## src/core/scp_pkg.sv

```systemverilog
// Summary of operation
// - Fuse code 0011 selects 128 kHz oscillator.
// - 128 kHz: 6 CK wake, 14CK plus delay.
// - Fuse code 0100 selects watch crystal.
// - Watch crystal: 1K or 32K CK wake.
// - Upper three select bits give crystal band.
// - Crystal: option bit plus startup code table.
// - Output fuse drives clock onto pin.
// - No clock on pin during reset.
// - Pin carries the divided system clock for codes 1 to 8, half of it at code 0.
// - All four domains share one divided clock.
// - Divider changes produce no short periods.
// - New rate active from the next tick of the old rate.
// - Reset loads factory trim, software may rewrite.
// - Trim top bit picks frequency band.
// - Low trim bits tune within band.
// - Unlock sets only on write of 0x80.
// - Unlock clears after four cycles or a prescale write with bit 7 clear.
// - Divider resets to 0 or divide-by-eight.
// - Unlocked writes accept divider codes 0 to 8 only.
// - Divider codes 0 to 8 divide by 2^n.
// - Fuse code 0000 selects external clock.
package scp_pkg;
    // Register byte addresses.
    localparam logic [7:0] ADDR_PRESCALE = 8'h28;
    localparam logic [7:0] ADDR_TRIM = 8'h2C;
    localparam logic [7:0] ADDR_STATUS = 8'h30;
    // Prescale register fields and reset values.
    localparam int PRESC_UNLOCK_BIT = 7;
    localparam logic [7:0] PRESC_UNLOCK_PATTERN = 8'h80;
    localparam logic [3:0] PRESC_DIV_RST_PLAIN = 4'h0;
    localparam logic [3:0] PRESC_DIV_RST_DIV8 = 4'h3;
    localparam logic [3:0] PRESC_DIV_CODE_MAX = 4'h8;
    localparam logic [2:0] UNLOCK_WINDOW = 3'h4;
    // Status register field positions.
    localparam int STAT_SRC_LSB = 0;
    localparam int STAT_DONE_BIT = 3;
    localparam int STAT_BUSY_BIT = 4;
    localparam int STAT_BAND_LSB = 8;
    localparam int STAT_DIV_LSB = 12;
    // Clock source fuse codes.
    localparam logic [3:0] SRC_CODE_EXT = 4'h0;
    localparam logic [3:0] SRC_CODE_PLL = 4'h1;
    localparam logic [3:0] SRC_CODE_RC8 = 4'h2;
    localparam logic [3:0] SRC_CODE_RC128 = 4'h3;
    localparam logic [1:0] SRC_PREFIX_LFXTAL = 2'h1;
    typedef enum logic [2:0] {
        SRC_EXT, SRC_PLL, SRC_RC8, SRC_RC128, SRC_LFXTAL, SRC_XTAL
    } scp_src_t;
    // Start-up timing.
    localparam int CLK_PERIOD_NS = 50;
    localparam int T_4MS_NS = 4000000;
    localparam int T_4P1MS_NS = 4100000;
    localparam int T_64MS_NS = 64000000;
    localparam int T_65MS_NS = 65000000;
    localparam logic [20:0] CK_14 = 21'h0000E;
    localparam logic [20:0] CK_6 = 21'h00006;
    localparam logic [20:0] CK_258 = 21'h00102;
    localparam logic [20:0] CK_1K = 21'h00400;
    localparam int CK_16K = 16384;
    localparam int CK_32K = 32768;
endpackage

```

## src/core/scp_clock_ctrl.sv

```systemverilog
// Added by the designer: the APB register port.
`timescale 1ns/1ps
module scp_clock_ctrl #(
    parameter int DLY_4MS_CYC = scp_pkg::T_4MS_NS / scp_pkg::CLK_PERIOD_NS,
    parameter int DLY_4P1MS_CYC = scp_pkg::T_4P1MS_NS / scp_pkg::CLK_PERIOD_NS,
    parameter int DLY_64MS_CYC = scp_pkg::T_64MS_NS / scp_pkg::CLK_PERIOD_NS,
    parameter int DLY_65MS_CYC = scp_pkg::T_65MS_NS / scp_pkg::CLK_PERIOD_NS,
    parameter int CK_16K_CYC = scp_pkg::CK_16K,
    parameter int CK_32K_CYC = scp_pkg::CK_32K
) (
    // Clock and reset
    input wire logic sys_clk,
    input wire logic sys_rst,
    // Fuses, zero means programmed
    input wire logic [3:0] clockSourceSelectFuses,
    input wire logic [1:0] startupTimeFuses,
    input wire logic clockOutputFuseN,
    input wire logic initialDivideByEightFuseN,
    input wire logic [7:0] factoryTrim,
    // Wake from power-down
    input wire logic wakeReq,
    // APB slave
    input wire logic psel,
    input wire logic penable,
    input wire logic pwrite,
    input wire logic [7:0] paddr,
    input wire logic [31:0] pwdata,
    output logic [31:0] prdata,
    output logic pready,
    output logic pslverr,
    // Source decode and trim
    output scp_pkg::scp_src_t clockSource,
    output logic [2:0] crystalBandSelect,
    output logic trimBandBit,
    output logic [6:0] trimFineBits,
    // Clock domain enables
    output logic ioClkEn,
    output logic adcClkEn,
    output logic cpuClkEn,
    output logic flashClkEn,
    output logic startupDone,
    // Clock output pin
    output logic clockOutputPin,
    output logic clockOutputOe,
    output logic gpioOverride
);
    import scp_pkg::*;

    typedef struct packed {
        logic [3:0] srcCode;
        logic [1:0] sutCode;
        scp_src_t srcKind;
        logic clkOutEn;
        logic [20:0] startCnt;
        logic startDone;
        logic [3:0] divSel;
        logic [3:0] divActive;
        logic divPend;
        logic divBusy;
        logic [7:0] divCnt;
        logic pinLvl;
        logic unlock;
        logic [2:0] unlockCnt;
        logic [7:0] trim;
        logic [31:0] rdata;
    } scp_state_t;

    scp_state_t st_r;
    scp_state_t st_nxt;

    function automatic logic [20:0] cyc(input int n);
        cyc = n[20:0];
    endfunction

    function automatic logic [7:0] divMask(input logic [3:0] code);
        logic [8:0] full;
        full = 9'h001 << code;
        divMask = 8'(full - 9'h001);
    endfunction

    function automatic scp_src_t srcDecode(input logic [3:0] code);
        case (code)
            SRC_CODE_EXT: srcDecode = SRC_EXT;
            SRC_CODE_PLL: srcDecode = SRC_PLL;
            SRC_CODE_RC8: srcDecode = SRC_RC8;
            SRC_CODE_RC128: srcDecode = SRC_RC128;
            default: srcDecode = code[3] ? SRC_XTAL : SRC_LFXTAL;
        endcase
    endfunction

    // Reserved start-up codes fall back to the longest delay of the family.
    function automatic logic [20:0] resetCount(input logic [3:0] src, input logic [1:0] startup_time_fuses);
        logic [2:0] idx;
        idx = {src[0], startup_time_fuses};
        resetCount = CK_14 + cyc(DLY_64MS_CYC);
        if (src[3])
        begin
            case (idx)
                3'h0: resetCount = CK_14 + cyc(DLY_4P1MS_CYC);
                3'h1: resetCount = CK_14 + cyc(DLY_65MS_CYC);
                3'h2: resetCount = CK_14;
                3'h3: resetCount = CK_14 + cyc(DLY_4P1MS_CYC);
                3'h4: resetCount = CK_14 + cyc(DLY_65MS_CYC);
                3'h5: resetCount = CK_14;
                3'h6: resetCount = CK_14 + cyc(DLY_4P1MS_CYC);
                default: resetCount = CK_14 + cyc(DLY_65MS_CYC);
            endcase
        end
        else if (src[3:2] == SRC_PREFIX_LFXTAL)
        begin
            case (startup_time_fuses)
                2'h0: resetCount = CK_1K + cyc(DLY_4MS_CYC);
                2'h1: resetCount = CK_1K + cyc(DLY_64MS_CYC);
                default: resetCount = cyc(CK_32K_CYC) + cyc(DLY_64MS_CYC);
            endcase
        end
        else
        begin
            case (startup_time_fuses)
                2'h0: resetCount = CK_14;
                2'h1: resetCount = CK_14 + cyc(DLY_4MS_CYC);
                default: resetCount = CK_14 + cyc(DLY_64MS_CYC);
            endcase
        end
    endfunction

    function automatic logic [20:0] wakeCount(input logic [3:0] src, input logic [1:0] startup_time_fuses);
        logic [2:0] idx;
        idx = {src[0], startup_time_fuses};
        wakeCount = CK_6;
        if (src[3])
        begin
            wakeCount = (idx <= 3'h1) ? CK_258 : ((idx <= 3'h4) ? CK_1K : cyc(CK_16K_CYC));
        end
        else if (src[3:2] == SRC_PREFIX_LFXTAL)
        begin
            wakeCount = (startup_time_fuses[1]) ? cyc(CK_32K_CYC) : CK_1K;
        end
    endfunction

    logic setupPhase;
    logic wrAccess;
    logic tick;
    logic [7:0] curMask;
    logic [7:0] newMask;

    assign setupPhase = psel && !penable;
    assign wrAccess = psel && penable && pwrite;
    assign curMask = divMask(st_r.divActive);
    assign tick = (st_r.divCnt == curMask);

    always_comb
    begin
        st_nxt = st_r;
        newMask = curMask;
        if (sys_rst)
        begin
            st_nxt.srcCode = clockSourceSelectFuses;
            st_nxt.sutCode = startupTimeFuses;
            st_nxt.srcKind = srcDecode(clockSourceSelectFuses);
            st_nxt.clkOutEn = !clockOutputFuseN;
            st_nxt.startCnt = resetCount(clockSourceSelectFuses, startupTimeFuses);
            st_nxt.startDone = 1'b0;
            st_nxt.divSel = initialDivideByEightFuseN ? PRESC_DIV_RST_PLAIN : PRESC_DIV_RST_DIV8;
            st_nxt.divActive = st_nxt.divSel;
            st_nxt.divPend = 1'b0;
            st_nxt.divBusy = 1'b0;
            st_nxt.divCnt = 8'h00;
            st_nxt.pinLvl = 1'b0;
            st_nxt.unlock = 1'b0;
            st_nxt.unlockCnt = 3'h0;
            st_nxt.trim = factoryTrim;
            st_nxt.rdata = 32'h00000000;
        end
        else
        begin
            if (!st_r.startDone)
            begin
                if (st_r.startCnt == 21'h000000)
                    st_nxt.startDone = 1'b1;
                else
                    st_nxt.startCnt = st_r.startCnt - 21'h000001;
            end
            else if (wakeReq)
            begin
                st_nxt.startDone = 1'b0;
                st_nxt.startCnt = wakeCount(st_r.srcCode, st_r.sutCode);
            end

            if (st_r.unlock)
            begin
                if (st_r.unlockCnt == 3'h1)
                    st_nxt.unlock = 1'b0;
                st_nxt.unlockCnt = st_r.unlockCnt - 3'h1;
            end

            if (tick)
            begin
                st_nxt.divCnt = 8'h00;
                if (st_r.divPend)
                begin
                    st_nxt.divActive = st_r.divSel;
                    st_nxt.divPend = 1'b0;
                end
                else
                    st_nxt.divBusy = 1'b0;
            end
            else
                st_nxt.divCnt = st_r.divCnt + 8'h01;
            newMask = divMask(st_nxt.divActive);
            st_nxt.pinLvl = (newMask == 8'h00) ? !st_r.pinLvl : (st_nxt.divCnt <= (newMask >> 1));

            if (wrAccess && paddr == ADDR_PRESCALE)
            begin
                if (pwdata[PRESC_UNLOCK_BIT])
                begin
                    if (pwdata[7:0] == PRESC_UNLOCK_PATTERN && !st_r.unlock)
                    begin
                        st_nxt.unlock = 1'b1;
                        st_nxt.unlockCnt = UNLOCK_WINDOW;
                    end
                end
                else if (st_r.unlock)
                begin
                    st_nxt.unlock = 1'b0;
                    st_nxt.unlockCnt = 3'h0;
                    if (pwdata[3:0] <= PRESC_DIV_CODE_MAX)
                    begin
                        st_nxt.divSel = pwdata[3:0];
                        st_nxt.divPend = 1'b1;
                        st_nxt.divBusy = 1'b1;
                    end
                end
            end
            if (wrAccess && paddr == ADDR_TRIM)
                st_nxt.trim = pwdata[7:0];

            if (setupPhase && !pwrite)
            begin
                st_nxt.rdata = 32'h00000000;
                case (paddr)
                    ADDR_PRESCALE:
                    begin
                        st_nxt.rdata[PRESC_UNLOCK_BIT] = st_r.unlock;
                        st_nxt.rdata[3:0] = st_r.divSel;
                    end
                    ADDR_TRIM: st_nxt.rdata[7:0] = st_r.trim;
                    ADDR_STATUS:
                    begin
                        st_nxt.rdata[STAT_SRC_LSB +: 3] = st_r.srcKind;
                        st_nxt.rdata[STAT_DONE_BIT] = st_r.startDone;
                        st_nxt.rdata[STAT_BUSY_BIT] = st_r.divBusy;
                        st_nxt.rdata[STAT_BAND_LSB +: 3] = st_r.srcCode[3:1];
                        st_nxt.rdata[STAT_DIV_LSB +: 4] = st_r.divActive;
                    end
                    default: st_nxt.rdata = 32'h00000000;
                endcase
            end
        end
    end

    always_ff @(posedge sys_clk)
    begin
        st_r <= st_nxt;
    end

    // Zero wait states; read data was captured in the setup cycle.
    assign pready = psel && penable;
    assign pslverr = psel && penable && (paddr != ADDR_PRESCALE) && (paddr != ADDR_TRIM)
                     && (paddr != ADDR_STATUS);
    assign prdata = st_r.rdata;

    assign clockSource = st_r.srcKind;
    assign crystalBandSelect = (st_r.srcKind == SRC_XTAL) ? st_r.srcCode[3:1] : 3'h0;
    assign trimBandBit = st_r.trim[7];
    assign trimFineBits = st_r.trim[6:0];

    assign ioClkEn = tick && st_r.startDone;
    assign adcClkEn = tick && st_r.startDone;
    assign cpuClkEn = tick && st_r.startDone;
    assign flashClkEn = tick && st_r.startDone;
    assign startupDone = st_r.startDone;

    assign clockOutputOe = st_r.clkOutEn && !sys_rst;
    assign clockOutputPin = st_r.pinLvl && clockOutputOe;
    assign gpioOverride = st_r.clkOutEn;
endmodule

```

## config.mk

```make
export PLATFORM = sky130hd
export DESIGN_NAME = scp_clock_ctrl
export DESIGN_NICKNAME = d
export VERILOG_FILES = /design/src/core/scp_pkg.sv /design/src/core/scp_clock_ctrl.sv
export SDC_FILE = /design/constraint.sdc
export NUM_CORES = 1
export LEC_CHECK = 0
export BUFFER_PORTS_ARGS = -buffer_cell sky130_fd_sc_hd__clkbuf_2
export CAP_MARGIN = 20
export CELL_PAD_IN_SITES_DETAIL_PLACEMENT = 0
export CELL_PAD_IN_SITES_GLOBAL_PLACEMENT = 1
export CORE_MARGIN = 2
export CORE_UTILIZATION = 28
export DETAILED_ROUTE_END_ITERATION = 8
export PLACE_DENSITY = 0.63
export SETUP_SLACK_MARGIN = 0.4
export SYNTH_ARGS = -nofsm -noshare
export SYNTH_HDL_FRONTEND = slang
export SYNTH_SLANG_ARGS = --single-unit
```

## constraint.sdc

```tcl
create_clock -name sys_clk -period 9.66 [get_ports sys_clk]
set_input_delay 1.449 -clock sys_clk [delete_from_list [all_inputs] [get_ports sys_clk]]
set_output_delay 1.449 -clock sys_clk [all_outputs]
set_load 0.005 [all_outputs]
```

# --- Word-level counts from Yosys, hierarchy flattened ---
# Index checks and enable logic that the tools add are counted.
op_classes:
  addsub: 5
  n_eq_ne: 23
  n_mux: 48
  shifts: 2
  n_lt_le_gt_ge: 4
  n_reduce_logical: 32
op_table:
  columns: ["op", "n"]
  rows:
  - ["$pmux 21 s2", 3]
  - ["$mux 85", 1]
  - ["$mux 16", 4]
  - ["$mux 21", 3]
  - ["$mux 22", 2]
  - ["$mux 4", 10]
  - ["$mux 15", 2]
  - ["$eq 8x6->1 const B", 3]
  - ["$mux 8", 3]
  - ["$ne 8x6->1 const B", 3]
  - ["$logic_not 21->1", 1]
  - ["$sub 21x1->21 const B", 1]
  - ["$shl 1x4->8 const A", 2]
  - ["$sub 8x1->8 const B", 2]
  - ["$logic_and 1x1->1", 13]
  - ["$mux 2", 6]
  - ["$mux 6", 2]
  - ["$pmux 3 s4", 1]
  - ["$pmux 4 s3", 1]
  - ["$eq 3x3->1 const B", 3]
  - ["$add 8x1->8 const B", 1]
  - ["$eq 4x2->1 const B", 2]
  - ["$eq 8x8->1", 1]
  - ["$eq 8x8->1 const B", 1]
  - ["25 further kinds", 43]
word_totals:
  wordCells: 130
  register_bits: 78
  in_bits: 62
  output_inout_bits: 56

# --- Longest topological paths before layout ---
# Gate-level depths: netlist of run 1.
logic_depth:
  word_depth: 10
  mapped_depth: 26
  depth_no_buf: 21

# --- Worst setup path after synthesis of run 1 ---
# OpenSTA, ideal clock, no wires.
synth_path:
  kind: "register -> register"
  start: "reg st_r[57] (netlist name)"
  end: "reg st_r[44] (netlist name)"
  n_path_buf: 5
  setup_time_ps: 72
  path_slack_ps: 5319
  arrival_time_ps: 4270
  period_less_slack_ps: 4341
  stages_incl_launch_ff: 25
  required_time_ps: 9588
  cell_sequence: "dfxtp_1 -> buf_6 -> clkbuf_1 -> nor2_1 -> nand3b_1 -> ha_1 -> buf_1 -> nor2_1 -> a2bb2oi_1 -> o2bb2ai_1 -> nor4_4 -> nand3_4 -> buf_6 -> mux2_1 -> ha_1 -> clkbuf_1 -> xor2_1 -> ha_1 -> nor2b_1 -> o21a_1 -> o21ai_0 -> a21oi_1 -> nor3_1 -> o221ai_2 -> mux2i_1"
synth_between:
  elab_chain_len: 9
  elab_cells_between_ends: 13
  cone_classes: "2 x add/sub; 1 x order compare; 1 x eq/ne; 2 x shift; 6 x mux; 1 x reduce/logical"
synth_lines:
  columns: ["item", "line_no", "rtl"]
  rows:
  - ["start, declared", "scp_clock_ctrl.sv:68", "scp_state_t st_r;"]
  - ["start signal, assigned", "scp_clock_ctrl.sv:264", "st_r <= st_nxt;"]
  - ["$shl 1x4->8", "scp_clock_ctrl.sv:77", "full = 9'h001 << code;"]
  - ["$sub 8x1->8", "scp_clock_ctrl.sv:78", "divMask = 8'(full - 9'h001);"]
  - ["$eq 8x8->1", "scp_clock_ctrl.sv:150", "assign tick = (st_r.divCnt == curMask);"]
  - ["$mux 6", "scp_clock_ctrl.sv:197", "if (tick)"]
  - ["$mux 6", "scp_clock_ctrl.sv:156", "if (sys_rst)"]
  - ["$shl 1x4->8", "scp_clock_ctrl.sv:77", null]
  - ["$sub 8x1->8", "scp_clock_ctrl.sv:78", null]
  - ["$le 8x7->1 or $logic_not 8->1 (tied branches)", "scp_clock_ctrl.sv:211", "st_nxt.pinLvl = (newMask == 8'h00) ? !st_r.pinLvl : (st_nxt.divCnt <= (newMask >> 1));"]
  - ["$mux 1 *", "scp_clock_ctrl.sv:211", null]
# Mark *: on every way between the ends. The rest lies on a longest branch, timed or not. The select of a mux whose other input is x is not followed.
# A chain may end at the register's enable or synchronous reset.

# --- Final worst setup path of run 1 ---
# Same ends and word-level chain as after synthesis.

==> impl_metrics.tcl, run 1 <==
set metrics [dict create \
    firstDrtPassIters 4 \
    ys.flop_type "edfxtp_1" \
    arrival_ps 5150 \
    ys_seq_elements 78 \
    finalSetupViolations 0 \
    final_hold_viol_count 0 \
    antennaDiodeCount 0 \
    die_h_um 139 \
    pwr_density_cell_nw_per_um2 163 \
    finalNetCount 669 \
    wl_per_cell_um 16.0 \
    ys_warn_count 0 \
    crit_required_ps 9930 \
    finClkSkew_ps 7.05 \
    final_cell_area_um2 5710 \
    h-tree-depth 3 \
    grt_pass1_wl_um 21500 \
    critical-path-slowest-cell "dfxtp_1" \
    core_um2 18000 \
    place_area_um2 5410 \
    num_rows 49 \
    yosysSeqAreaShare_pct 38.9 \
    dieArea_um2 19400 \
    post_cts_resized 0 \
    final-max-slew-violation-count 0 \
    tightest_slew_ps 767 \
    ys_types 69 \
    gr-usage-all-layers_pct 13.6 \
    syn_area_um2 5120 \
    max_stage_delay_ps 720 \
    mostFrequentLayoutCells "clkbuf_2, nor2_1, edfxtp_1" \
    startpoint_type "flop" \
    rsz0062_at_grt "false" \
    finalWirelength_um 13200 \
    crit_path_max_fanout 17 \
    postSynthCellCount 560 \
    syn_to_final_growth_pct 11.5 \
    die_w_um 139 \
    cts_hold_buf 0 \
    final_common_cell "clkbuf_2" \
    path_common_cell "ha_1" \
    timing.final.crit_share_pct 50.5 \
    slew_headroom_pct 48.7 \
    grt_max_degree 60 \
    min_path_type "reg -> reg" \
    ir_worst_vdd_mv 0.0830 \
    clk_path_buf_depth 2 \
    leakagePower_uw 0.00222 \
    routed-via-count 4100 \
    synthArstFlopShare_pct 0 \
    cts_setup_buffers 0 \
    ios 118 \
    fin_crit_ps 4880 \
    viasPerCell 4.96 \
    clk_pin_slew_ps 70 \
    dr.first_iter.drc_count 206 \
    hpwl_um 9740 \
    gp_congestion 0.805 \
    drive_above_1_share_pct 21.8 \
    first_global_vias 4070 \
    overflow 0 \
    ant_nets 0 \
    clockRootBuffer "clkbuf_16" \
    place.port_buffers 76 \
    clk_latency_ps 340 \
    crit_chain "nor2_1 > nand3b_1 > ha_1 > nor2_1 > a2bb2oi_1 > o2bb2ai_1 > nor4_4 > nand3_4 > mux2_1 > ha_1 > xor2_1 > ha_1 > nor2b_1 > o21a_1 > o21ai_0 > a21oi_1 > nor3_1 > o221ai_2 > mux2i_1" \
    synth.avg_cell_area_um2 9.15 \
    status "finished, final reports clean" \
    grt_antenna_before_repair 1 \
    drc 0 \
    fin_tns_setup_ps 0 \
    synth_edf_count 43 \
    endpoint_kind "flop" \
    start_util_pct 28.5 \
    cts_tree "built" \
    cts_inserted_buffers 9 \
    worstSetupPathType "reg -> reg" \
    max-cap-violations 0 \
    max_freq_ghz 0.205 \
    cts.sinks 78 \
]
[cells in the mapped netlist (all sizes together), types with 6 or more instances]
cell type / count / share of area (%)
mux2: 16 / 3.5
ha: 15 / 3.7
edfxtp: 43 / 25
or2: 6 / 0.73
clkbuf: 19 / 1.4
o22ai: 8 / 0.98
and2: 8 / 0.98
nand3: 20 / 2.2
nor2: 61 / 4.8
nand2: 37 / 2.7
buf: 56 / 8.0
o21ai: 22 / 2.2
or3: 9 / 1.2
nor2b: 11 / 1.3
inv: 17 / 1.2
nand2b: 8 / 0.98
dfxtp: 35 / 14
a21oi: 28 / 2.7
nor3: 19 / 2.1
mux2i: 12 / 2.3
xor2: 12 / 2.1
nor4: 8 / 1.4
xnor2: 23 / 3.9
[area by class of cell]
class,instances,area [um^2]
Clock buffer,9,225
Clock inverter,7,80.1
Fill cell,1895,12300
Inverter,17,63.8
Multi-Input combinational cell,406,2650
Sequential cell,78,1990
Tap cell,229,287
Timing Repair Buffer,80,410
[metal layers]
| metal | track usage (%) | vias to the layer above | part of all wire [%] | routed length [um] |
|---|---|---|---|---|
| met3 | 2.89 | 15 | 3.8 | 503 |
| met4 | 3.19 | 2 | 1.1 | 146 |
| li1 | - | 1991 | - | - |
| met2 | 23.6 | 89 | 50 | 6620 |
| met1 | 17.5 | 2003 | 45 | 5920 |
| met5 | 0 | - | 0.091 | 12 |
[final timing paths]
check                                             start                      end  slack [ps]  cells past startpoint
worst max-delay path                st_r[57]$_SDFF_PP0_      st_r[44]$_SDFF_PP0_        4780                     19
worst min-delay path            prdata[15]$_SDFFE_PP0P_  prdata[15]$_SDFFE_PP0P_         450                      2
worst max register to register      st_r[57]$_SDFF_PP0_      st_r[44]$_SDFF_PP0_        4780                     19
worst min register to register  prdata[15]$_SDFFE_PP0P_  prdata[15]$_SDFFE_PP0P_         450                      2
[power by group]
| group | switching [uW] | leakage [uW] | internal, uW | total [uW] |
|---|---|---|---|---|
| Sequential | 28.4 | 0.000738 | 377 | 406 |
| Combinational | 93.7 | 0.00134 | 75.4 | 169 |
| Clock | 150 | 0.000145 | 204 | 354 |
| Total | 272 | 0.00222 | 657 | 929 |
[sequential cells by signal, indices dropped and copies added, names as in the netlist]
register and cells:
startupDone 1, prdata 15, st_r 50, gpioOverride 1, trimBandBit 1, trimFineBits 7, clockSource 3
[critical path, delay by kind of cell, from the launching register on]
family / cells / cell delay, ps
mux: 2 / 590
compound gates: 6 / 850
xor+xnor: 1 / 230
fa+ha+maj: 3 / 990
simple gates: 7 / 1410
flops: 1 / 720
[logic make-up after synthesis]
family,Yosys count,synth area share [%]
AOI/OAI and AO/OA,99,12.6
adders and majority gates,15,3.66
DFF,78,38.9
and+or+nand+nor,212,22.4
buffers and inverters,92,10.6
muxes,28,5.86
other,1,0.0732
xor gates and xnor gates,35,5.98
[per-stage QoR]
stage / setup WS [ps] / hold WS [ps] / cells / power [uW] / utilization [%]
2_1_floorplan: 5320 / 432 / 576 / 539 / -
3_3_place_gp: 4940 / 439 / 810 / 577 / 30.1
3_5_place_dp: 4900 / 448 / 810 / 581 / 30.1
4_1_cts: 4860 / 455 / 826 / 939 / 31.8
5_1_grt: 4380 / 467 / 826 / 977 / 31.8
6_report: 4780 / 454 / 826 / 929 / 31.8
No activity file was read; power rests on OpenSTA's default activity.
==> inputs of run 2 (changes only) <==
==> constraint.sdc (replaced) <==
create_clock -name sys_clk -period 4.7 [get_ports sys_clk]
set_input_delay 0.705 -clock sys_clk [delete_from_list [all_inputs] [get_ports sys_clk]]
set_output_delay 0.705 -clock sys_clk [all_outputs]
set_load 0.005 [all_outputs]
==> run 2 against run 1 <==
Utilization increased by 0.52 points. Combinational power grew 120%. Count of clock-buffer cells in the layout is the same. Largest cell class unchanged. Largest power group unchanged.
==> impl_metrics.tcl, run 2 (synthesis results as in run 1) <==
set metrics [dict create \
    die_w_um 139 \
    max-cap-violations 0 \
    grt_pass1_wl_um 20700 \
    fin_ws_ps 610 \
    startpoint_type "flop" \
    largest_reg_flops 50 \
    firstDrtPassIters 4 \
    min_path_type "reg -> reg" \
    cts.sinks 78 \
    tightest_slew_ps 600 \
    antennaDiodeCount 0 \
    final_common_cell "clkbuf_2" \
    crit_required_ps 4970 \
    first_global_vias 3949 \
    leakagePower_uw 0.00227 \
    hpwl_um 9800 \
    ant_nets 0 \
    status "finished, final reports clean" \
    drc 0 \
    endpoint_kind "flop" \
    clk_path_buf_depth 2 \
    grt_max_degree 45 \
    ir_worst_vdd_mv 0.172 \
    largest-register "st_r" \
    gr-usage-all-layers_pct 13.4 \
    pre_cts_slack_ps 343 \
    dr.first_iter.drc_count 266 \
    fin_crit_ps 4090 \
    pwr_density_cell_nw_per_um2 331 \
    syn_to_final_growth_pct 13.3 \
    arrival_ps 4360 \
    clk_latency_ps 350 \
    mostFrequentLayoutCells "clkbuf_2, nor2_1, edfxtp_1" \
    gp_congestion 0.799 \
    cts_inserted_buffers 9 \
    cts_tree "built" \
    max_freq_ghz 0.245 \
    nFillCells 1879 \
    die_h_um 139 \
    core_um2 18000 \
    num_rows 49 \
    total_power_uw 1920 \
    fin_worst_hold_slack_ps 456 \
    slew_headroom_pct 60.0 \
    final-max-slew-violation-count 0 \
    finClkSkew_ps 10.6 \
    place.port_buffers 76 \
    fin_util_pct 32.3 \
    dieArea_um2 19400 \
    viasPerCell 4.85 \
    timing.final.crit_share_pct 87.0 \
    grt_antenna_before_repair 2 \
    routed-via-count 4048 \
    ios 118 \
    fin_tns_setup_ps 0 \
    crit_path_max_fanout 11 \
    final_hold_viol_count 0 \
    overflow 0 \
    clockRootBuffer "clkbuf_16" \
    cts_setup_buffers 0 \
    rsz0062_at_grt "false" \
    wl_per_cell_um 15.6 \
    finalNetCount 677 \
    h-tree-depth 3 \
    worstSetupPathType "reg -> reg" \
    drive_above_1_share_pct 23.8 \
    clk_pin_slew_ps 70 \
    finalWirelength_um 13100 \
    start_util_pct 28.5 \
    finalSetupViolations 0 \
]
==> run 2: changes by cell type in the layout (fill, tap and decap cells not counted), moves of 2 or more <==
cell      before  now
buf_4          4   12
dfxtp_2        0    2
dfxtp_1       35   33
clkinv_4       0    2
==> run 2: final timing paths <==
path                                start                       to  slack, ps  cells past startpoint
setup / recovery      st_r[58]$_SDFF_PP0_      st_r[44]$_SDFF_PP0_        610                     18
setup reg to reg      st_r[58]$_SDFF_PP0_      st_r[44]$_SDFF_PP0_        610                     18
hold / removal    prdata[13]$_SDFFE_PP0P_  prdata[13]$_SDFFE_PP0P_        460                      2
hold reg to reg   prdata[13]$_SDFFE_PP0P_  prdata[13]$_SDFFE_PP0P_        460                      2
==> run 2: final cells by class <==
cell class | instances | area [um^2] | area share (%)
clock buffer | 9 | 225 | 3.88
clock inverter | 7 | 81.3 | 1.40
inverter | 17 | 63.8 | 1.10
multi-input combinational | 406 | 2680 | 46.2
sequential | 78 | 1990 | 34.4
tap | 229 | 287 | 4.94
timing repair buffer | 88 | 470 | 8.11
==> run 2: timing repair <==
item	in CTS	in global routing
pin swaps	0	1
setup endpoints to repair	1	1
hold buffers	0	0
gates resized for setup	3	5
==> run 2: routing by layer <==
layer	GRT usage, %	wire length [um]	part of all wire, %
met5	0	0	0
met4	3.72	195	1.5
met3	3.27	590	4.5
met2	23.1	6590	50
met1	16.6	5680	44
==> run 2: worst max-delay path: stages (launching register included) <==
cell and delay [ps]:
dfxtp_2 400, nor4_4 280, inv_1 70, ha_1 310, xor2_1 190, o311ai_1 200
nor4_4 410, nand3_4 170, mux2_2 340, ha_4 220, xor2_1 180, ha_1 290
nor2b_1 140, o21a_1 160, o21ai_0 150, a21oi_1 100, nor3_2 130, o221ai_2 120
mux2i_1 160
==> run 2: power breakdown <==
group	total [uW]	internal, uW	switching, uW
sequential	828	776	52.5
clock	729	420	309
combinational	364	165	199
total	1920	1360	561
==> run 2: through the flow <==
stage	std cells	area, um^2
floorplan	576	5180
global placement	818	5470
detailed placement	818	5470
CTS	834	5780
global route	834	5800
finish	834	5800
